===== src/uopsel_pkg.sv =====
package uopsel_pkg;
  localparam int unsigned UOPSEL_XCVR_N = 4;
  localparam int unsigned UOPSEL_ADDR_W = 8;
  localparam int unsigned UOPSEL_DATA_W = 16;
  localparam int unsigned UOPSEL_CTRL_W = 8;
  localparam int unsigned UOPSEL_EVT_N = 3;

  // control register fields
  localparam int unsigned UOPSEL_NRZ_EN_BIT = 7;
  localparam int unsigned UOPSEL_INV_BIT = 4;
  localparam int unsigned UOPSEL_FUNC_MSB = 3;
  localparam int unsigned UOPSEL_FUNC_LSB = 0;
  localparam logic [7:0] UOPSEL_CTRL_RST = 8'h00;
  localparam logic [7:0] UOPSEL_FIRST_WMASK = 8'h1f;
  localparam logic [7:0] UOPSEL_SECOND_WMASK = 8'h9f;

  // register map: first control at 2*x, second control at 2*x+1
  localparam logic [7:0] UOPSEL_ADDR_CTRL_BASE = 8'h00;
  localparam logic [7:0] UOPSEL_ADDR_STATUS = 8'h10;
  localparam logic [7:0] UOPSEL_ADDR_MASK = 8'h11;
  localparam logic [15:0] UOPSEL_STAT_RST = 16'h0000;

  // event bits inside one transceiver's slice of status/mask
  localparam int unsigned UOPSEL_EVT_SLIP = 0;
  localparam int unsigned UOPSEL_EVT_CRC = 1;
  localparam int unsigned UOPSEL_EVT_PRBS = 2;

  // index of each incoming line-side signal in the sampled vector
  localparam int unsigned UOPSEL_S_RCLK = 0;
  localparam int unsigned UOPSEL_S_LOS = 1;
  localparam int unsigned UOPSEL_S_LCAR = 2;
  localparam int unsigned UOPSEL_S_RALM = 3;
  localparam int unsigned UOPSEL_S_AONES = 4;
  localparam int unsigned UOPSEL_S_SLIP = 5;
  localparam int unsigned UOPSEL_S_CRCE = 6;
  localparam int unsigned UOPSEL_S_TCLKL = 7;
  localparam int unsigned UOPSEL_S_FSYNC = 8;
  localparam int unsigned UOPSEL_S_PRBSE = 9;
  localparam int unsigned UOPSEL_S_TDATA = 10;
  localparam int unsigned UOPSEL_S_RDATA = 11;
  localparam int unsigned UOPSEL_S_CRCMF = 12;
  localparam int unsigned UOPSEL_S_CASMF = 13;
  localparam int unsigned UOPSEL_S_ILIM = 14;
  localparam int unsigned UOPSEL_S_TXP = 15;
  localparam int unsigned UOPSEL_S_TXN = 16;
  localparam int unsigned UOPSEL_S_LPOS = 17;
  localparam int unsigned UOPSEL_S_LNEG = 18;
  localparam int unsigned UOPSEL_SIG_N = 19;

  typedef enum logic [3:0] {
    UOPSEL_F_STATIC = 4'h0,
    UOPSEL_F_RCLK = 4'h1,
    UOPSEL_F_LOS = 4'h2,
    UOPSEL_F_LCAR = 4'h3,
    UOPSEL_F_RALM = 4'h4,
    UOPSEL_F_AONES = 4'h5,
    UOPSEL_F_SLIP = 4'h6,
    UOPSEL_F_CRCE = 4'h7,
    UOPSEL_F_TCLKL = 4'h8,
    UOPSEL_F_FSYNC = 4'h9,
    UOPSEL_F_PRBSE = 4'ha,
    UOPSEL_F_DATA = 4'hb,
    UOPSEL_F_CRCMF = 4'hc,
    UOPSEL_F_CASMF = 4'hd,
    UOPSEL_F_ILIM = 4'he,
    UOPSEL_F_RAILS = 4'hf
  } uopsel_func_t;
endpackage : uopsel_pkg


===== src/uopsel_src_if.sv =====
`timescale 1ns/1ps
`default_nettype none
interface uopsel_src_if;
  import uopsel_pkg::*;
  logic [UOPSEL_SIG_N-1:0] lvl;
  logic slip_p;
  logic crc_p;
  logic prbs_p;
  modport src (output lvl, output slip_p, output crc_p, output prbs_p);
  modport sink (input lvl, input slip_p, input crc_p, input prbs_p);
endinterface : uopsel_src_if
`default_nettype wire


===== src/uopsel_top.sv =====
`timescale 1ns/1ps
`default_nettype none
module uopsel_top
  import uopsel_pkg::*;
#(
  parameter int unsigned XCVR_N = UOPSEL_XCVR_N
) (
  input wire logic clk,
  input wire logic rst_n,
  input wire logic [UOPSEL_ADDR_W-1:0] reg_addr,
  input wire logic [UOPSEL_DATA_W-1:0] reg_wdata,
  input wire logic reg_wr,
  input wire logic reg_rd,
  output logic [UOPSEL_DATA_W-1:0] reg_rdata,
  output logic irq,
  input wire logic [XCVR_N-1:0] rx_recovered_clock,
  input wire logic [XCVR_N-1:0] rx_loss_of_sync_flag,
  input wire logic [XCVR_N-1:0] rx_carrier_loss_flag,
  input wire logic [XCVR_N-1:0] rx_remote_alarm_flag,
  input wire logic [XCVR_N-1:0] rx_all_ones_flag,
  input wire logic [XCVR_N-1:0] rx_slip_flag,
  input wire logic [XCVR_N-1:0] rx_crc_error,
  input wire logic [XCVR_N-1:0] tx_clock_loss_flag,
  input wire logic [XCVR_N-1:0] recovered_frame_sync,
  input wire logic [XCVR_N-1:0] rx_prbs_error,
  input wire logic [XCVR_N-1:0] tx_nrz_data,
  input wire logic [XCVR_N-1:0] rx_serial_data,
  input wire logic [XCVR_N-1:0] rx_crc4_mf_sync,
  input wire logic [XCVR_N-1:0] rx_cas_mf_sync,
  input wire logic [XCVR_N-1:0] tx_current_limit,
  input wire logic [XCVR_N-1:0] tx_positive_rail,
  input wire logic [XCVR_N-1:0] tx_negative_rail,
  input wire logic [XCVR_N-1:0] receive_line_positive,
  input wire logic [XCVR_N-1:0] receive_line_negative,
  output logic [XCVR_N-1:0] user_out_first,
  output logic [XCVR_N-1:0] user_out_second,
  output logic [XCVR_N-1:0] nrz_input_enable,
  output logic [XCVR_N-1:0] rx_nrz_data,
  output logic [XCVR_N-1:0] rx_nrz_valid
);
  localparam int unsigned STAT_W = XCVR_N * UOPSEL_EVT_N;

  logic rst_s1_reg;
  logic rst_s2_reg;
  logic rst_l;

  logic [UOPSEL_SIG_N-1:0][XCVR_N-1:0] raw;
  logic [UOPSEL_SIG_N-1:0][XCVR_N-1:0] sync1_reg;
  logic [UOPSEL_SIG_N-1:0][XCVR_N-1:0] sync2_reg;
  logic [UOPSEL_SIG_N-1:0][XCVR_N-1:0] prev_reg;

  logic [UOPSEL_CTRL_W-1:0] ctrl_first_reg [XCVR_N];
  logic [UOPSEL_CTRL_W-1:0] ctrl_first_next [XCVR_N];
  logic [UOPSEL_CTRL_W-1:0] ctrl_second_reg [XCVR_N];
  logic [UOPSEL_CTRL_W-1:0] ctrl_second_next [XCVR_N];
  logic [STAT_W-1:0] status_reg;
  logic [STAT_W-1:0] status_next;
  logic [STAT_W-1:0] mask_reg;
  logic [STAT_W-1:0] mask_next;
  logic [STAT_W-1:0] event_set;
  logic [UOPSEL_DATA_W-1:0] rdata_reg;
  logic [UOPSEL_DATA_W-1:0] rdata_next;
  logic irq_reg;
  logic irq_next;
  logic [XCVR_N-1:0] nrz_data_reg;
  logic [XCVR_N-1:0] nrz_data_next;
  logic [XCVR_N-1:0] nrz_valid_reg;
  logic [XCVR_N-1:0] nrz_valid_next;
  logic [XCVR_N-1:0] nrz_en_out_reg;
  logic [XCVR_N-1:0] slip_p;
  logic [XCVR_N-1:0] crc_p;
  logic [XCVR_N-1:0] prbs_p;

  // control address of transceiver x, second pin when sel is set
  function automatic logic ctrl_hit(input logic [UOPSEL_ADDR_W-1:0] a, input int unsigned x,
                                    input logic sel);
    logic [UOPSEL_ADDR_W-1:0] t;
    t = UOPSEL_ADDR_CTRL_BASE + UOPSEL_ADDR_W'(2 * x) + UOPSEL_ADDR_W'(sel);
    return a == t;
  endfunction : ctrl_hit

  function automatic logic rise(input logic now, input logic was);
    return now & ~was;
  endfunction : rise

  always_ff @(posedge clk or negedge rst_n) begin
    if (!rst_n) begin
      rst_s1_reg <= 1'b0;
      rst_s2_reg <= 1'b0;
    end else begin
      rst_s1_reg <= 1'b1;
      rst_s2_reg <= rst_s1_reg;
    end
  end
  assign rst_l = rst_s2_reg;

  always_comb begin
    raw[UOPSEL_S_RCLK] = rx_recovered_clock;
    raw[UOPSEL_S_LOS] = rx_loss_of_sync_flag;
    raw[UOPSEL_S_LCAR] = rx_carrier_loss_flag;
    raw[UOPSEL_S_RALM] = rx_remote_alarm_flag;
    raw[UOPSEL_S_AONES] = rx_all_ones_flag;
    raw[UOPSEL_S_SLIP] = rx_slip_flag;
    raw[UOPSEL_S_CRCE] = rx_crc_error;
    raw[UOPSEL_S_TCLKL] = tx_clock_loss_flag;
    raw[UOPSEL_S_FSYNC] = recovered_frame_sync;
    raw[UOPSEL_S_PRBSE] = rx_prbs_error;
    raw[UOPSEL_S_TDATA] = tx_nrz_data;
    raw[UOPSEL_S_RDATA] = rx_serial_data;
    raw[UOPSEL_S_CRCMF] = rx_crc4_mf_sync;
    raw[UOPSEL_S_CASMF] = rx_cas_mf_sync;
    raw[UOPSEL_S_ILIM] = tx_current_limit;
    raw[UOPSEL_S_TXP] = tx_positive_rail;
    raw[UOPSEL_S_TXN] = tx_negative_rail;
    raw[UOPSEL_S_LPOS] = receive_line_positive;
    raw[UOPSEL_S_LNEG] = receive_line_negative;
  end

  // all line-side inputs are asynchronous to clk
  always_ff @(posedge clk or negedge rst_l) begin
    if (!rst_l) begin
      sync1_reg <= '0;
      sync2_reg <= '0;
      prev_reg <= '0;
    end else begin
      sync1_reg <= raw;
      sync2_reg <= sync1_reg;
      prev_reg <= sync2_reg;
    end
  end

  // events are rising edges so a wide source pulse counts once
  always_comb begin
    for (int x = 0; x < XCVR_N; x++) begin
      slip_p[x] = rise(sync2_reg[UOPSEL_S_SLIP][x], prev_reg[UOPSEL_S_SLIP][x]);
      crc_p[x] = rise(sync2_reg[UOPSEL_S_CRCE][x], prev_reg[UOPSEL_S_CRCE][x]);
      prbs_p[x] = rise(sync2_reg[UOPSEL_S_PRBSE][x], prev_reg[UOPSEL_S_PRBSE][x]);
    end
  end

  always_comb begin
    event_set = '0;
    for (int x = 0; x < XCVR_N; x++) begin
      event_set[x * UOPSEL_EVT_N + UOPSEL_EVT_SLIP] = slip_p[x];
      // crc errors during sync loss are not reported
      event_set[x * UOPSEL_EVT_N + UOPSEL_EVT_CRC] = crc_p[x] & ~sync2_reg[UOPSEL_S_LOS][x];
      event_set[x * UOPSEL_EVT_N + UOPSEL_EVT_PRBS] = prbs_p[x];
    end
  end

  always_comb begin
    mask_next = mask_reg;
    // set wins over a write-one clear in the same cycle
    status_next = status_reg;
    if (reg_wr && reg_addr == UOPSEL_ADDR_STATUS) begin
      status_next = status_reg & ~reg_wdata[STAT_W-1:0];
    end
    status_next = status_next | event_set;
    if (reg_wr && reg_addr == UOPSEL_ADDR_MASK) begin
      mask_next = reg_wdata[STAT_W-1:0];
    end
    irq_next = |(status_next & mask_next);
    for (int x = 0; x < XCVR_N; x++) begin
      ctrl_first_next[x] = ctrl_first_reg[x];
      ctrl_second_next[x] = ctrl_second_reg[x];
      if (reg_wr && ctrl_hit(reg_addr, x, 1'b0)) begin
        ctrl_first_next[x] = reg_wdata[UOPSEL_CTRL_W-1:0] & UOPSEL_FIRST_WMASK;
      end
      if (reg_wr && ctrl_hit(reg_addr, x, 1'b1)) begin
        ctrl_second_next[x] = reg_wdata[UOPSEL_CTRL_W-1:0] & UOPSEL_SECOND_WMASK;
      end
    end
    rdata_next = '0;
    if (reg_rd) begin
      if (reg_addr == UOPSEL_ADDR_STATUS) begin
        rdata_next[STAT_W-1:0] = status_reg;
      end else if (reg_addr == UOPSEL_ADDR_MASK) begin
        rdata_next[STAT_W-1:0] = mask_reg;
      end
      for (int x = 0; x < XCVR_N; x++) begin
        if (ctrl_hit(reg_addr, x, 1'b0)) begin
          rdata_next[UOPSEL_CTRL_W-1:0] = ctrl_first_reg[x];
        end
        if (ctrl_hit(reg_addr, x, 1'b1)) begin
          rdata_next[UOPSEL_CTRL_W-1:0] = ctrl_second_reg[x];
        end
      end
    end
  end

  always_comb begin
    for (int x = 0; x < XCVR_N; x++) begin
      // sample data on falling edge of clock input
      nrz_valid_next[x] = ctrl_second_reg[x][UOPSEL_NRZ_EN_BIT]
                          & prev_reg[UOPSEL_S_LNEG][x] & ~sync2_reg[UOPSEL_S_LNEG][x];
      nrz_data_next[x] = nrz_valid_next[x] ? sync2_reg[UOPSEL_S_LPOS][x] : nrz_data_reg[x];
    end
  end

  always_ff @(posedge clk or negedge rst_l) begin
    if (!rst_l) begin
      for (int x = 0; x < XCVR_N; x++) begin
        ctrl_first_reg[x] <= UOPSEL_CTRL_RST;
        ctrl_second_reg[x] <= UOPSEL_CTRL_RST;
      end
      status_reg <= UOPSEL_STAT_RST[STAT_W-1:0];
      mask_reg <= UOPSEL_STAT_RST[STAT_W-1:0];
      rdata_reg <= '0;
      irq_reg <= 1'b0;
      nrz_data_reg <= '0;
      nrz_valid_reg <= '0;
      nrz_en_out_reg <= '0;
    end else begin
      ctrl_first_reg <= ctrl_first_next;
      ctrl_second_reg <= ctrl_second_next;
      status_reg <= status_next;
      mask_reg <= mask_next;
      rdata_reg <= rdata_next;
      irq_reg <= irq_next;
      nrz_data_reg <= nrz_data_next;
      nrz_valid_reg <= nrz_valid_next;
      for (int x = 0; x < XCVR_N; x++) begin
        nrz_en_out_reg[x] <= ctrl_second_next[x][UOPSEL_NRZ_EN_BIT];
      end
    end
  end

  for (genvar g = 0; g < XCVR_N; g++) begin : g_xcvr
    uopsel_src_if src_bus ();
    always_comb begin
      for (int s = 0; s < UOPSEL_SIG_N; s++) begin
        src_bus.lvl[s] = sync2_reg[s][g];
      end
      src_bus.slip_p = slip_p[g];
      src_bus.crc_p = crc_p[g];
      src_bus.prbs_p = prbs_p[g];
    end
    uopsel_pin_mux u_mux (
      .clk(clk),
      .rst_l(rst_l),
      .ctrl_first(ctrl_first_reg[g]),
      .ctrl_second(ctrl_second_reg[g]),
      .src(src_bus.sink),
      .user_out_first(user_out_first[g]),
      .user_out_second(user_out_second[g])
    );
  end

  assign reg_rdata = rdata_reg;
  assign irq = irq_reg;
  assign nrz_input_enable = nrz_en_out_reg;
  assign rx_nrz_data = nrz_data_reg;
  assign rx_nrz_valid = nrz_valid_reg;
endmodule : uopsel_top
`default_nettype wire


===== src/uopsel_pin_mux.sv =====
`timescale 1ns/1ps
`default_nettype none
module uopsel_pin_mux
  import uopsel_pkg::*;
(
  input wire logic clk,
  input wire logic rst_l,
  input wire logic [UOPSEL_CTRL_W-1:0] ctrl_first,
  input wire logic [UOPSEL_CTRL_W-1:0] ctrl_second,
  uopsel_src_if.sink src,
  output logic user_out_first,
  output logic user_out_second
);
  logic out_first_reg;
  logic out_first_next;
  logic out_second_reg;
  logic out_second_next;

  // second selects whether this is the second pin (rail and data split)
  function automatic logic pick(input logic [3:0] code, input logic second,
                                input logic [UOPSEL_SIG_N-1:0] l,
                                input logic slip, input logic crc, input logic prbs);
    logic v;
    v = 1'b0;
    case (code)
      UOPSEL_F_STATIC: v = 1'b0;
      UOPSEL_F_RCLK: v = l[UOPSEL_S_RCLK];
      UOPSEL_F_LOS: v = l[UOPSEL_S_LOS];
      UOPSEL_F_LCAR: v = l[UOPSEL_S_LCAR];
      UOPSEL_F_RALM: v = l[UOPSEL_S_RALM];
      UOPSEL_F_AONES: v = l[UOPSEL_S_AONES];
      UOPSEL_F_SLIP: v = slip;
      UOPSEL_F_CRCE: v = crc & ~l[UOPSEL_S_LOS];
      UOPSEL_F_TCLKL: v = l[UOPSEL_S_TCLKL];
      UOPSEL_F_FSYNC: v = l[UOPSEL_S_FSYNC];
      UOPSEL_F_PRBSE: v = prbs;
      UOPSEL_F_DATA: v = second ? l[UOPSEL_S_TDATA] : l[UOPSEL_S_RDATA];
      UOPSEL_F_CRCMF: v = l[UOPSEL_S_CRCMF];
      UOPSEL_F_CASMF: v = l[UOPSEL_S_CASMF];
      UOPSEL_F_ILIM: v = l[UOPSEL_S_ILIM];
      UOPSEL_F_RAILS: v = second ? l[UOPSEL_S_TXP] : l[UOPSEL_S_TXN];
      default: v = 1'b0;
    endcase
    return v;
  endfunction : pick

  always_comb begin
    out_first_next = pick(ctrl_first[UOPSEL_FUNC_MSB:UOPSEL_FUNC_LSB], 1'b0, src.lvl,
                          src.slip_p, src.crc_p, src.prbs_p) ^ ctrl_first[UOPSEL_INV_BIT];
    out_second_next = pick(ctrl_second[UOPSEL_FUNC_MSB:UOPSEL_FUNC_LSB], 1'b1, src.lvl,
                           src.slip_p, src.crc_p, src.prbs_p) ^ ctrl_second[UOPSEL_INV_BIT];
  end

  always_ff @(posedge clk or negedge rst_l) begin
    if (!rst_l) begin
      out_first_reg <= 1'b0;
      out_second_reg <= 1'b0;
    end else begin
      out_first_reg <= out_first_next;
      out_second_reg <= out_second_next;
    end
  end

  assign user_out_first = out_first_reg;
  assign user_out_second = out_second_reg;
endmodule : uopsel_pin_mux
`default_nettype wire


===== config.mk =====
export PLATFORM = sky130hd
export DESIGN_NAME = uopsel_top
export DESIGN_NICKNAME = d
export VERILOG_FILES = /design/src/uopsel_pkg.sv /design/src/uopsel_src_if.sv /design/src/uopsel_top.sv /design/src/uopsel_pin_mux.sv
export SDC_FILE = /design/constraint.sdc
export NUM_CORES = 1
export LEC_CHECK = 0
export ABC_CLOCK_PERIOD_IN_PS = 10110
export BUFFER_PORTS_ARGS = -buffer_cell sky130_fd_sc_hd__buf_2
export CAP_MARGIN = 25
export CORE_MARGIN = 2
export CORE_UTILIZATION = 57
export CTS_CLUSTER_SIZE = 10
export DETAILED_ROUTE_END_ITERATION = 7
export PLACE_DENSITY_LB_ADDON = 0.2
export SYNTH_ARGS = -nofsm -noshare
export SYNTH_HDL_FRONTEND = slang
export SYNTH_SLANG_ARGS = --single-unit

===== constraint.sdc =====
create_clock -name clk -period 10.11 [get_ports clk]
set_clock_uncertainty 0.15 [all_clocks]
set_input_delay 1.011 -clock clk [delete_from_list [all_inputs] [get_ports clk]]
set_output_delay 1.011 -clock clk [all_outputs]
set_load 0.02 [all_outputs]

==> results of run 1 <==
[path summary, 6_finish.rpt]
check                                           startpoint  cells past startpoint  slack (ns)                                         to
hold reg to reg                            rst_l$_DFF_PN0_                      0        0.13        g_xcvr[3].src_bus.lvl[17]$_DFF_PN0_
max in group asynchronous                  rst_l$_DFF_PN0_                      4        8.17                    status_reg[7]$_DFF_PN0_
hold / removal                                       rst_n                      1         0.1                            rst_l$_DFF_PN0_
setup reg to reg           ctrl_second_reg[24]$_DFFE_PN0P_                      4        7.98  g_xcvr[0].u_mux.user_out_second$_DFF_PN0_
setup / recovery                               reg_addr[1]                      6        6.50                              irq$_DFF_PN0_
min in group clk                   sync1_reg[16]$_DFF_PN0_                      0        0.19         g_xcvr[0].src_bus.lvl[4]$_DFF_PN0_
[logic make-up (layout without fill, tap and decap cells)]
| family | after synthesis | count (layout) | share of synthesized area |
|---|---|---|---|
| AO/OA/AOI/OAI | 102 | 102 | 0.06879 |
| XOR/XNOR | 8 | 8 | 0.007005 |
| buffers and inverters | 76 | 191 | 0.03702 |
| flip-flops | 267 | 267 | 0.6679 |
| multiplexers | 97 | 97 | 0.1457 |
| other | 2 | 5 | 0.0007507 |
| AND/OR/NAND/NOR | 126 | 126 | 0.07279 |
[final cells by class]
class / count / area [µm²]
fill: 1220 / 5688
clock buffer: 33 / 772.0
timing repair buffer: 140 / 760.7
multi-input combinational: 338 / 2969
tap: 225 / 281.5
clock inverter: 1 / 16.27
inverter: 17 / 63.81
sequential: 267 / 6685
[layout by cell type (no fill, tap or decap), types with 3 or more instances in the layout]
cell type and n:
sky130_fd_sc_hd__buf_2 132, sky130_fd_sc_hd__inv_1 16, sky130_fd_sc_hd__o21ai_0 14, sky130_fd_sc_hd__buf_4 6, sky130_fd_sc_hd__xor2_1 8, sky130_fd_sc_hd__or3_1 5, sky130_fd_sc_hd__a22o_1 4, sky130_fd_sc_hd__a32oi_1 4
sky130_fd_sc_hd__nand2_1 24, sky130_fd_sc_hd__a22oi_1 6, sky130_fd_sc_hd__o31ai_1 10, sky130_fd_sc_hd__nor3_2 3, sky130_fd_sc_hd__nor2b_1 22, sky130_fd_sc_hd__mux2i_1 14, sky130_fd_sc_hd__nor3_1 5, sky130_fd_sc_hd__nand4_1 12
sky130_fd_sc_hd__mux2_2 48, sky130_fd_sc_hd__a31oi_1 4, sky130_fd_sc_hd__a221o_1 6, sky130_fd_sc_hd__nor2_1 20, sky130_fd_sc_hd__o2111ai_1 3, sky130_fd_sc_hd__or2_2 6, sky130_fd_sc_hd__dfrtp_1 266, sky130_fd_sc_hd__a21oi_1 33
sky130_fd_sc_hd__mux4_2 34, sky130_fd_sc_hd__nor3b_1 4, sky130_fd_sc_hd__nand3_1 7, sky130_fd_sc_hd__clkbuf_16 30, sky130_fd_sc_hd__conb_1 5, sky130_fd_sc_hd__nor4_1 4
[power by group through the flow]
stage	Clock (mW)	Combinational [mW]	Sequential, mW
final	0.902	0.157	1.16
after global routing	0.972	0.171	1.17
after CTS	0.924	0.156	1.16
after detailed placement	0	0.155	1.18
after global placement	0	0.151	1.17
after floorplan	0	0.0973	1.18
[metrics by stage]
| stage | setup WS [ns] | instances |
|---|---|---|
| global route | 6.461 | 1021 |
| detailed placement | 5.983 | 985 |
| CTS | 6.542 | 1019 |
| finish | 6.495 | 1021 |
| global placement | 5.997 | 985 |
| floorplan | 1.968 | 681 |
[worst max-delay path, stage by stage]
cell and delay [ns]:
sky130_fd_sc_hd__buf_2 0.28, sky130_fd_sc_hd__or4b_1 0.90, sky130_fd_sc_hd__nor3_2 0.82, sky130_fd_sc_hd__a221o_1 0.35, sky130_fd_sc_hd__o2111ai_1 0.12, sky130_fd_sc_hd__or3_1 0.38
[metal layers]
metal  GRT usage  vias up  wire length, µm
li1            -     2636                -
met1      0.3476     3113             9230
met2      0.3833      180            10660
met3     0.03729       45             1203
met4     0.06829        2              505
met5           0        -               12
==> summary.md, run 1 <==
| Metric | Value |
|---|---|
| Outcome | finished, final reports clean |
| Clock latency on the worst-skew pair | 0.54 ns |
| Detailed Routing Iterations Pass 1 | 5 |
| Initial core utilization | 0.5804 |
| Cell Rows | between 40 and 50 |
| Count of clock tree sinks | roughly 270 |
| Arr. time, crit path | about 3.9 ns |
| Number of distinct library cells after synthesis | 54 |
| Layout Nets | ~900 |
| Final Hold Violating Endpoints | 0 |
| Least-Margin Pin Slew | about 1 ns |
| Clock tree from TritonCTS | yes |
| Worst min path class | input port to async pin |
| Ranking of synthesized cells by instance count | sky130_fd_sc_hd__dfrtp_1 (267), sky130_fd_sc_hd__mux2_2 (48), sky130_fd_sc_hd__mux4_2 (34), sky130_fd_sc_hd__a21oi_1 (33), sky130_fd_sc_hd__clkbuf_1 (30) |
| Worst slack on hold paths | 0.09586 ns |
| Port buffer count | around 130 |
| Global-route total usage across every layer | 0.2401 |
| Last weighted congestion value of the routability-driven placer | 0.8469 |
| Most common cell in the synthesized netlist | sky130_fd_sc_hd__dfrtp_1 |
| Worst Path Max Fanout | 29 |
| Int Pwr | 1.723 mW |
| Number of antenna violations at the first check in global routing | 1 |
| Setup CP Type | input port to flop |
| Biggest area contributors in the synthesized netlist | sky130_fd_sc_hd__dfrtp_1 (67%), sky130_fd_sc_hd__mux4_2 (7.7%), sky130_fd_sc_hd__mux2_2 (5.4%) |
| Clock-pin transition on the worst setup and hold timing paths | 0.06 ns |
| Register area share after synthesis | 0.6679 |
| Fraction of synthesized cell area taken by the top area cell type | 0.6679 |
| Gate count after technology mapping | about 680 |
| Cell area reported after detailed placement | between 0.01 and 0.015 mm² |
| Overall power consumption | approximately 2.2 mW |
| Cell type contributing the most total cell area after synthesis | sky130_fd_sc_hd__dfrtp_1 |
| Largest net degree at the start of global routing | just over 80 |
| Wire length after detailed routing | 21610 µm |
| Part of the power in the clock network | 0.406 |
| Post-route antenna net violation count | 0 |
| Cell at the root of the clock tree | sky130_fd_sc_hd__clkbuf_16 |
| Final cell area excluding filler cells | roughly 0.012 mm² |
| Final cycle utilization of the critical path | 0.3575 |
| Summed negative setup slack over all endpoints | 0 ns |
| Fraction of registers with async set/reset | 1.000 |
| Vias after detailed routing | 5976 |
| Wire length of the first global-routing pass | ~34000 µm |
| Fmax | 0.2767 GHz |
| Flop and latch count out of synthesis | between 200 and 300 |
| Total setup violations reported at the end of the flow | 0 |
| Type of destination of the critical path | flop |
| Post-DP HPWL | 14930 µm |
| Vias in the first global route | about 6200 |
| Post-CTS Repair Setup Buffers | 0 |
| Die area | 0.01863 mm² |
| Vert. Die Dim | 136.5 µm |
| Average size of a mapped cell | between 10 and 15 µm² |
| Worst-case clock buffer depth | 3 |
| Share of total power in combinational logic | 0.071 |
| Power spent charging and discharging nets | 497.1 µW |
| Number of DRC violations after detailed routing | 0 |
| Worst setup SP type | input port |
| Synth warn | 0 |
| Primary flip-flop cell chosen by synthesis mapping | sky130_fd_sc_hd__dfrtp_1 |
| Number of diodes | 0 |
| First DRT Iteration DRCs | 491 |
| Number of buffers added by the clock tree synthesis step | 30 |
| Count of hold buffers inserted by post-cts repair | 0 |
| Maxcap violations | 0 |
| Detailed-route vias per instance | 5.853 |
| Ratio of cells with drive above 1 in the final layout | 0.3379 |
| Required time reported for the critical path endpoint | 10.37 ns |
| Leakage power | 5.339 nW |
| Boundary Pins | around 140 |
| Routed length per placed instance | 21.16 µm |
| Share of total power consumed by net switching | 0.2239 |
| Post-synth EDFFs | 0 |
| Relative slew margins | 0.3379 |
| Number of instances resized during post-cts repair | 0 |
| Die extent in x | roughly 140 µm |
| RSZ-0062 raised after global routing | no |
| Final core utilization | 0.6700 |
| Number of H-tree branching levels | 1 |
| Area growth from synthesis to layout | 15.45% |
| Gr ovfl total | 0 |
| Core region area | 0.01724 mm² |
| PwrDens | around 190 mW/mm² |
| Final period demand of the worst path | 3.615 ns |
| Part of the power in registers | 0.523 |
| Mapped cell area | 0.01000 mm² |
| Worst IR drop on VDD | 0.0001743 V |
| Count of final max-slew check failures | 0 |
Power figures use the tool's default switching activity.
==> run 2, diff against run 1 <==
--- a/config.mk
+++ b/config.mk
@@ -5,11 +5,12 @@
 export SDC_FILE = /design/constraint.sdc
 export NUM_CORES = 1
 export LEC_CHECK = 0
-export ABC_CLOCK_PERIOD_IN_PS = 10110
+export ABC_AREA = 1
+export ABC_CLOCK_PERIOD_IN_PS = 3300
 export BUFFER_PORTS_ARGS = -buffer_cell sky130_fd_sc_hd__buf_2
 export CAP_MARGIN = 25
 export CORE_MARGIN = 2
-export CORE_UTILIZATION = 57
+export CORE_UTILIZATION = 51
 export CTS_CLUSTER_SIZE = 10
 export DETAILED_ROUTE_END_ITERATION = 7
 export PLACE_DENSITY_LB_ADDON = 0.2
==> constraint.sdc (replaced) <==
create_clock -name clk -period 3.3 [get_ports clk]
set_clock_uncertainty 0.15 [all_clocks]
set_input_delay 0.33 -clock clk [delete_from_list [all_inputs] [get_ports clk]]
set_output_delay 0.33 -clock clk [all_outputs]
set_load 0.02 [all_outputs]
==> summary.md, run 2 <==
| Metric | Value |
|---|---|
| Clock-pin transition on the worst setup and hold timing paths | 0.05 ns |
| Number of buffers added by the clock tree synthesis step | 30 |
| RSZ-0062 raised after global routing | no |
| Cell type contributing the most total cell area after synthesis | sky130_fd_sc_hd__dfrtp_1 |
| Highest-count cells in the layout ignoring fill and taps | sky130_fd_sc_hd__nand2_1 (293), sky130_fd_sc_hd__dfrtp_1 (266), sky130_fd_sc_hd__buf_2 (132), sky130_fd_sc_hd__inv_1 (99), sky130_fd_sc_hd__dlygate4sd3_1 (86) |
| Post-route antenna net violation count | 0 |
| Die area | about 0.020 mm² |
| Leakage power | 5.963 nW |
| Worst min path class | input port to flop |
| Clock latency on the worst-skew pair | 0.54 ns |
| Part of the power in the clock network | 0.405 |
| Relative slew margins | 0.4928 |
| Overall power consumption | ~6.8 mW |
| Setup slack after placement | 0.8935 ns |
| Number of diodes | 0 |
| Share of total power in combinational logic | 0.074 |
| Worst Hold End | nrz_input_enable[0]$_DFFE_PN0P_ |
| Count of final max-slew check failures | 0 |
| Count of clock tree sinks | about 270 |
| Setup ws final | about 0.82 ns |
| Vias in the first global route | around 7000 |
| Type of destination of the critical path | flop |
| Flop and latch count out of synthesis | 267 |
| Wire length after detailed routing | 22000 µm |
| Ratio of cells with drive above 1 in the final layout | 0.1517 |
| Outcome | finished, final reports clean |
| Mapped cell area | approximately 0.0098 mm² |
| Synth warn | 0 |
| Worst setup SP type | input port |
| Fraction of registers with async set/reset | 1.000 |
| Die extent in x | around 140 µm |
| Clock tree from TritonCTS | yes |
| Worst reg2reg endpoint | g_xcvr[2].u_mux.user_out_first$_DFF_PN0_ |
| Post-synth EDFFs | 0 |
| Core region area | between 0.015 and 0.02 mm² |
| Port buffer count | ~130 |
| Flop-to-flop setup slack | 1.65 ns |
| Share of total power consumed by net switching | 0.2254 |
| Initial core utilization | 0.5221 |
| Cell at the root of the clock tree | sky130_fd_sc_hd__clkbuf_16 |
| Final cycle utilization of the critical path | 0.7501 |
| Detailed Routing Iterations Pass 1 | 5 |
| Detailed-route vias per instance | 4.920 |
| Register area share after synthesis | 0.6796 |
| Primary flip-flop cell chosen by synthesis mapping | sky130_fd_sc_hd__dfrtp_1 |
| Boundary Pins | 141 |
| Worst Path Max Fanout | 24 |
| Power spent charging and discharging nets | 1.537 mW |
| Cell Rows | 50 |
| Wire length of the first global-routing pass | between 30000 and 40000 µm |
| Biggest area contributors in the synthesized netlist | sky130_fd_sc_hd__dfrtp_1 (68%), sky130_fd_sc_hd__nand2_1 (11%), sky130_fd_sc_hd__inv_1 (3.8%) |
| Number of H-tree branching levels | 1 |
| Part of the power in registers | 0.521 |
| Fmax | ~0.4 GHz |
| Gr ovfl total | 0 |
| Most common library cell in the layout ignoring fill and taps | sky130_fd_sc_hd__nand2_1 |
| Setup CP Type | input port to flop |
| Routed length per placed instance | 15.14 µm |
| Fraction of synthesized cell area taken by the top area cell type | 0.6796 |
| Maxcap violations | 0 |
| Largest net degree at the start of global routing | a little over 60 |
| Layout Nets | between 1000 and 1500 |
| Gate count after technology mapping | just under 1000 |
| PwrDens | about 550 mW/mm² |
| Area growth from synthesis to layout | 25.81% |
| Least-Margin Pin Slew | 0.7607 ns |
| Worst IR drop on VDD | 0.0004830 V |
| Beginning of the worst hold path | reg_wdata[7] |
| Arr. time, crit path | 2.75 ns |
| Number of antenna violations at the first check in global routing | 0 |
| Number of distinct library cells after synthesis | 33 |
| Ranking of synthesized cells by instance count | sky130_fd_sc_hd__nand2_1 (293), sky130_fd_sc_hd__dfrtp_1 (267), sky130_fd_sc_hd__inv_1 (99), sky130_fd_sc_hd__o21ai_0 (67), sky130_fd_sc_hd__nor2_1 (56) |
| First DRT Iteration DRCs | 485 |
| Global-route total usage across every layer | 0.2252 |
| Most common cell in the synthesized netlist | sky130_fd_sc_hd__nand2_1 |
| Post-CTS Repair Setup Buffers | 0 |
| Final Hold Violating Endpoints | 0 |
| Average size of a mapped cell | ~10 µm² |
| Instance count along the most critical hold path | 3 |
| Final period demand of the worst path | 2.475 ns |
| Vert. Die Dim | 142.8 µm |
| Summed negative setup slack over all endpoints | 0 ns |
| Worst-case clock buffer depth | 3 |
| Worst slack on hold paths | 0.04351 ns |
| Worst flop-to-flop path startpoint | g_xcvr[2].src_bus.lvl[9]$_DFF_PN0_ |
| Required time reported for the critical path endpoint | approximately 3.6 ns |
| Number of DRC violations after detailed routing | 0 |
| Total setup violations reported at the end of the flow | 0 |
| Post-DP HPWL | 14900 µm |
| Int Pwr | 5.282 mW |
| Worst Reg2Reg Path Length in Cells | 7 |
| Vias after detailed routing | 7149 |
| Last weighted congestion value of the routability-driven placer | 0.9382 |
run 2: cell types whose count changed after synthesis, moves of 34 or more:
cell	before	now
sky130_fd_sc_hd__mux2_2	48	4
sky130_fd_sc_hd__o21ai_0	14	67
sky130_fd_sc_hd__inv_1	16	99
sky130_fd_sc_hd__nand2_1	24	293
sky130_fd_sc_hd__mux4_2	34	0
sky130_fd_sc_hd__nor2_1	20	56
run 2: power by group through the flow:
stage / Sequential, mW / Clock [mW] / Combinational (mW)
3_5_place_dp: 3.61 / 0 / 0.422
3_3_place_gp: 3.60 / 0 / 0.416
5_1_grt: 3.57 / 2.97 / 0.565
6_report: 3.55 / 2.76 / 0.502
2_1_floorplan: 3.62 / 0 / 0.230
4_1_cts: 3.55 / 2.83 / 0.501
run 2: layout make-up:
class                   instances  area, µm²
clock buffers                  33      772.0
multi-input cells             569       2585
repair buffers                223       1609
fillers                      1494       6462
inverters                     100      375.4
well taps                     260      325.3
clock inverters                 1      16.27
flip-flops and latches        267       6685
run 2: per-layer routing:
metal | global-route usage | part of all wire | vias up
li1 | - | - | 3502
met1 | 0.3220 | 0.46 | 3398
met2 | 0.3659 | 0.47 | 208
met3 | 0.03186 | 0.051 | 41
met4 | 0.06253 | 0.024 | 0
met5 | 0 | 0 | -
run 2: how the worst max path moves through the flow:
stage          slack [ns]       startpoint  cells past startpoint                       endpoint
2_1_floorplan        0.48  rst_l$_DFF_PN0_                      0  ctrl_first_reg[0]$_DFFE_PN0P_
3_3_place_gp         0.95      reg_addr[3]                     12                  irq$_DFF_PN0_
3_5_place_dp         0.89      reg_addr[3]                     12                  irq$_DFF_PN0_
4_1_cts              0.85      reg_addr[3]                     13                  irq$_DFF_PN0_
5_1_grt              0.59      reg_addr[3]                     13                  irq$_DFF_PN0_
6_report             0.82      reg_addr[3]                     13                  irq$_DFF_PN0_
run 2: metrics by stage:
stage / instances / utilization / instance area, µm²
6_report: 1453 / 0.6568 / 12370
5_1_grt: 1453 / 0.6568 / 12370
4_1_cts: 1453 / 0.6568 / 12370
3_5_place_dp: 1333 / 0.5692 / 10720
3_3_place_gp: 1333 / 0.5692 / 10720
2_1_floorplan: 964 / - / 9846
run 2: logic make-up after synthesis:
kind of cell | after synthesis | synth area share
flops | 267 | 0.6796
mux | 4 | 0.004582
xor+xnor | 5 | 0.004454
simple gates | 412 | 0.1691
other cells | 2 | 0.0007639
buf+inv | 128 | 0.05855
compound gates | 143 | 0.08286
run 2: critical path, stage by stage:
cell and delay, ns:
sky130_fd_sc_hd__dlygate4sd3_1 0.55, sky130_fd_sc_hd__buf_2 0.14, sky130_fd_sc_hd__inv_1 0.10, sky130_fd_sc_hd__nand2_1 0.13, sky130_fd_sc_hd__nor2_4 0.17, sky130_fd_sc_hd__and2_1 0.46, sky130_fd_sc_hd__nand2_4 0.27, sky130_fd_sc_hd__nand2_1 0.13
sky130_fd_sc_hd__o21ai_1 0.10, sky130_fd_sc_hd__nand2_1 0.11, sky130_fd_sc_hd__nand2_1 0.05, sky130_fd_sc_hd__nor2_1 0.12, sky130_fd_sc_hd__nand3_1 0.08
run 2: repair_timing:
| action | in CTS | in global routing |
|---|---|---|
| endpoints found under the hold margin | 93 | 0 |
| hold buffers | 86 | 0 |
| gates resized for setup | 0 | 0 |
==> run 3, diff against run 2 <==
--- a/config.mk
+++ b/config.mk
@@ -6,7 +6,7 @@
 export NUM_CORES = 1
 export LEC_CHECK = 0
 export ABC_AREA = 1
-export ABC_CLOCK_PERIOD_IN_PS = 3300
+export ABC_CLOCK_PERIOD_IN_PS = 2200
 export BUFFER_PORTS_ARGS = -buffer_cell sky130_fd_sc_hd__buf_2
 export CAP_MARGIN = 25
 export CORE_MARGIN = 2
==> constraint.sdc (replaced) <==
create_clock -name clk -period 2.2 [get_ports clk]
set_clock_uncertainty 0.15 [all_clocks]
set_input_delay 0.22 -clock clk [delete_from_list [all_inputs] [get_ports clk]]
set_output_delay 0.22 -clock clk [all_outputs]
set_load 0.02 [all_outputs]
==> summary.md, run 3 (same netlist as run 2, synthesis figures left out) <==
| Metric | Value |
|---|---|
| RSZ-0062 raised after global routing | no |
| Cell at the root of the clock tree | sky130_fd_sc_hd__clkbuf_16 |
| Critical path destination | irq$_DFF_PN0_ |
| Fmax | between 0.5 and 0.6 GHz |
| Clock-pin transition on the worst setup and hold timing paths | 0.05 ns |
| Clock latency on the worst-skew pair | approximately 0.55 ns |
| Worst slack on hold paths | ~0.019 ns |
| Summed negative setup slack over all endpoints | 0 ns |
| Met3 Track Usage GR | 0.04292 |
| Final Hold Violating Endpoints | 0 |
| Gr ovfl total | 0 |
| Area growth from synthesis to layout | 27.73% |
| Number of buffers added by the clock tree synthesis step | 30 |
| Outcome | finished, final reports clean |
| Post-route antenna net violation count | 0 |
| Ordered list of cells on the worst path | dlygate4sd3_1 -> buf_2 -> inv_1 -> nand2_1 -> nor2_4 -> and2_1 -> nand2_4 -> nand2_1 -> o21ai_1 -> nand2_1 -> nand2_1 -> nor2_1 -> nand3_1 |
| Least-Margin Pin Slew | 0.5433 ns |
| GR Util met1 | 0.3311 |
| Worst-case clock buffer depth | 3 |
| Final period demand of the worst path | 1.956 ns |
| Wire length of the first global-routing pass | 36470 µm |
| Core region area | between 0.015 and 0.02 mm² |
| First DRT Iteration DRCs | 594 |
| Vert. Die Dim | 142.8 µm |
| Vias after detailed routing | 7299 |
| Vias in the first global route | 7124 |
| Number of DRC violations after detailed routing | 0 |
| Final cell area excluding filler cells | 0.01256 mm² |
| Leakage power | about 6.1 nW |
| Detailed-route vias per instance | 4.938 |
| Count of clock tree sinks | 267 |
| Worst reg2reg endpoint | g_xcvr[2].u_mux.user_out_first$_DFF_PN0_ |
| Wire length after detailed routing | 22630 µm |
| Relative slew margins | 0.6378 |
| Flop-to-flop setup slack | about 0.56 ns |
| CP Launch Point | reg_addr[3] |
| Worst min path class | input port to flop |
| Count of final max-slew check failures | 0 |
| Boundary Pins | 141 |
| Post-CTS Repair Setup Buffers | 0 |
| Arr. time, crit path | 2.23 ns |
| Worst Path Max Fanout | 24 |
| Number of diodes | 0 |
| Cell area reported after detailed placement | 0.01086 mm² |
| Overall power consumption | 10.22 mW |
| Post-DP HPWL | 15530 µm |
| Final core utilization | 0.6668 |
| Worst Reg2Reg Path Length in Cells | 7 |
| Worst flop-to-flop path startpoint | g_xcvr[2].src_bus.lvl[9]$_DFF_PN0_ |
| Setup CP Type | input port to flop |
| Die extent in x | 142.8 µm |
| Filler cell count in the final layout | 1450 |
| Largest net degree at the start of global routing | 49 |
| Required time reported for the critical path endpoint | 2.47 ns |
| Most common library cell in the layout ignoring fill and taps | sky130_fd_sc_hd__nand2_1 |
| Met2 Resource Use GR | 0.3720 |
| Cell Rows | 50 |
| Global-route total usage across every layer | 0.2302 |
| Maxcap violations | 0 |
| Routed length per placed instance | 15.31 µm |
| Gr busiest metal | met2 |
| Slowest stage delay, CP | 0.53 ns |
| Worst setup SP type | input port |
| Number of H-tree branching levels | 1 |
| Last weighted congestion value of the routability-driven placer | 0.9397 |
| Worst IR drop on VDD | between 0.0006 and 0.0007 V |
| Die area | 0.02040 mm² |
| Final cycle utilization of the critical path | 0.8893 |
| Number of antenna violations at the first check in global routing | 0 |
| Worst path slowest cell | sky130_fd_sc_hd__dlygate4sd3_1 |
| Total setup violations reported at the end of the flow | 0 |
| Highest-count cells in the layout ignoring fill and taps | sky130_fd_sc_hd__nand2_1 (292), sky130_fd_sc_hd__dfrtp_1 (266), sky130_fd_sc_hd__buf_2 (132), sky130_fd_sc_hd__inv_1 (99), sky130_fd_sc_hd__dlygate4sd3_1 (91) |
| Initial core utilization | 0.5221 |
| Detailed Routing Iterations Pass 1 | 5 |
| Ratio of cells with drive above 1 in the final layout | 0.1642 |
| Clock tree from TritonCTS | yes |
| Port buffer count | ~130 |
| Most used cell along the critical path | sky130_fd_sc_hd__nand2_1 |
| Type of destination of the critical path | flop |
| PwrDens | between 800 and 900 mW/mm² |
| Layout Nets | 1319 |
-- run 3: timing repair --
action	CTS	global route
endpoints found under the setup margin	0	1
resized for setup	0	1
hold buffers	91	0
endpoints found under the hold margin	113	0
-- run 3: critical path, delay by kind of cell --
family	cells	cell delay, ns
AO/OA/AOI/OAI	1	0.08
AND/OR/NAND/NOR	9	1.15
buffers and inverters	3	0.76
-- run 3: how the worst min path moves through the flow --
| stage | startpoint | endpoint | slack, ns | depth (start not counted) |
|---|---|---|---|---|
| final | reg_wdata[0] | ctrl_first_reg[24]$_DFFE_PN0P_ | 0.02 | 3 |
| after global routing | reg_wdata[0] | ctrl_second_reg[24]$_DFFE_PN0P_ | 0.03 | 3 |
| after floorplan | rst_n | rst_s1_reg$_DFF_PN0_ | -0.23 | 0 |
| after detailed placement | rst_n | rst_s1_reg$_DFF_PN0_ | -0.14 | 1 |
| after global placement | rst_n | rst_s1_reg$_DFF_PN0_ | -0.14 | 1 |
| after CTS | reg_wdata[0] | ctrl_first_reg[24]$_DFFE_PN0P_ | 0.004 | 3 |
-- run 3: final cells by class --
type | count | area, µm² | share of cell area
flip-flops and latches | 267 | 6685 | 0.5324
well taps | 260 | 325.3 | 0.02591
clock buffers | 34 | 765.7 | 0.06098
clock inverters | 1 | 16.27 | 0.001295
multi-input cells | 569 | 2587 | 0.2061
repair buffers | 247 | 1802 | 0.1435
inverters | 100 | 375.4 | 0.02989
-- run 3: report_power, final --
| group | switching, mW | total (mW) | internal [mW] |
|---|---|---|---|
| registers | 0.149 | 5.32 | 5.17 |
| clock network | 1.71 | 4.12 | 2.41 |
| logic | 0.445 | 0.791 | 0.346 |
| total | 2.30 | 10.2 | 7.92 |
-- run 3: per-stage QoR --
step / setup WS (ns) / instances
after floorplan: -0.6239 / 964
after global placement: 0.1556 / 1352
after detailed placement: 0.09115 / 1352
after CTS: 0.1131 / 1478
after global routing: 0.01611 / 1478
final: 0.2436 / 1478
-- run 3: routing by layer --
layer | share of wire | up-vias
li1 | - | 3552
met1 | 0.45 | 3485
met2 | 0.47 | 226
met3 | 0.060 | 36
met4 | 0.018 | 0
met5 | 0 | -
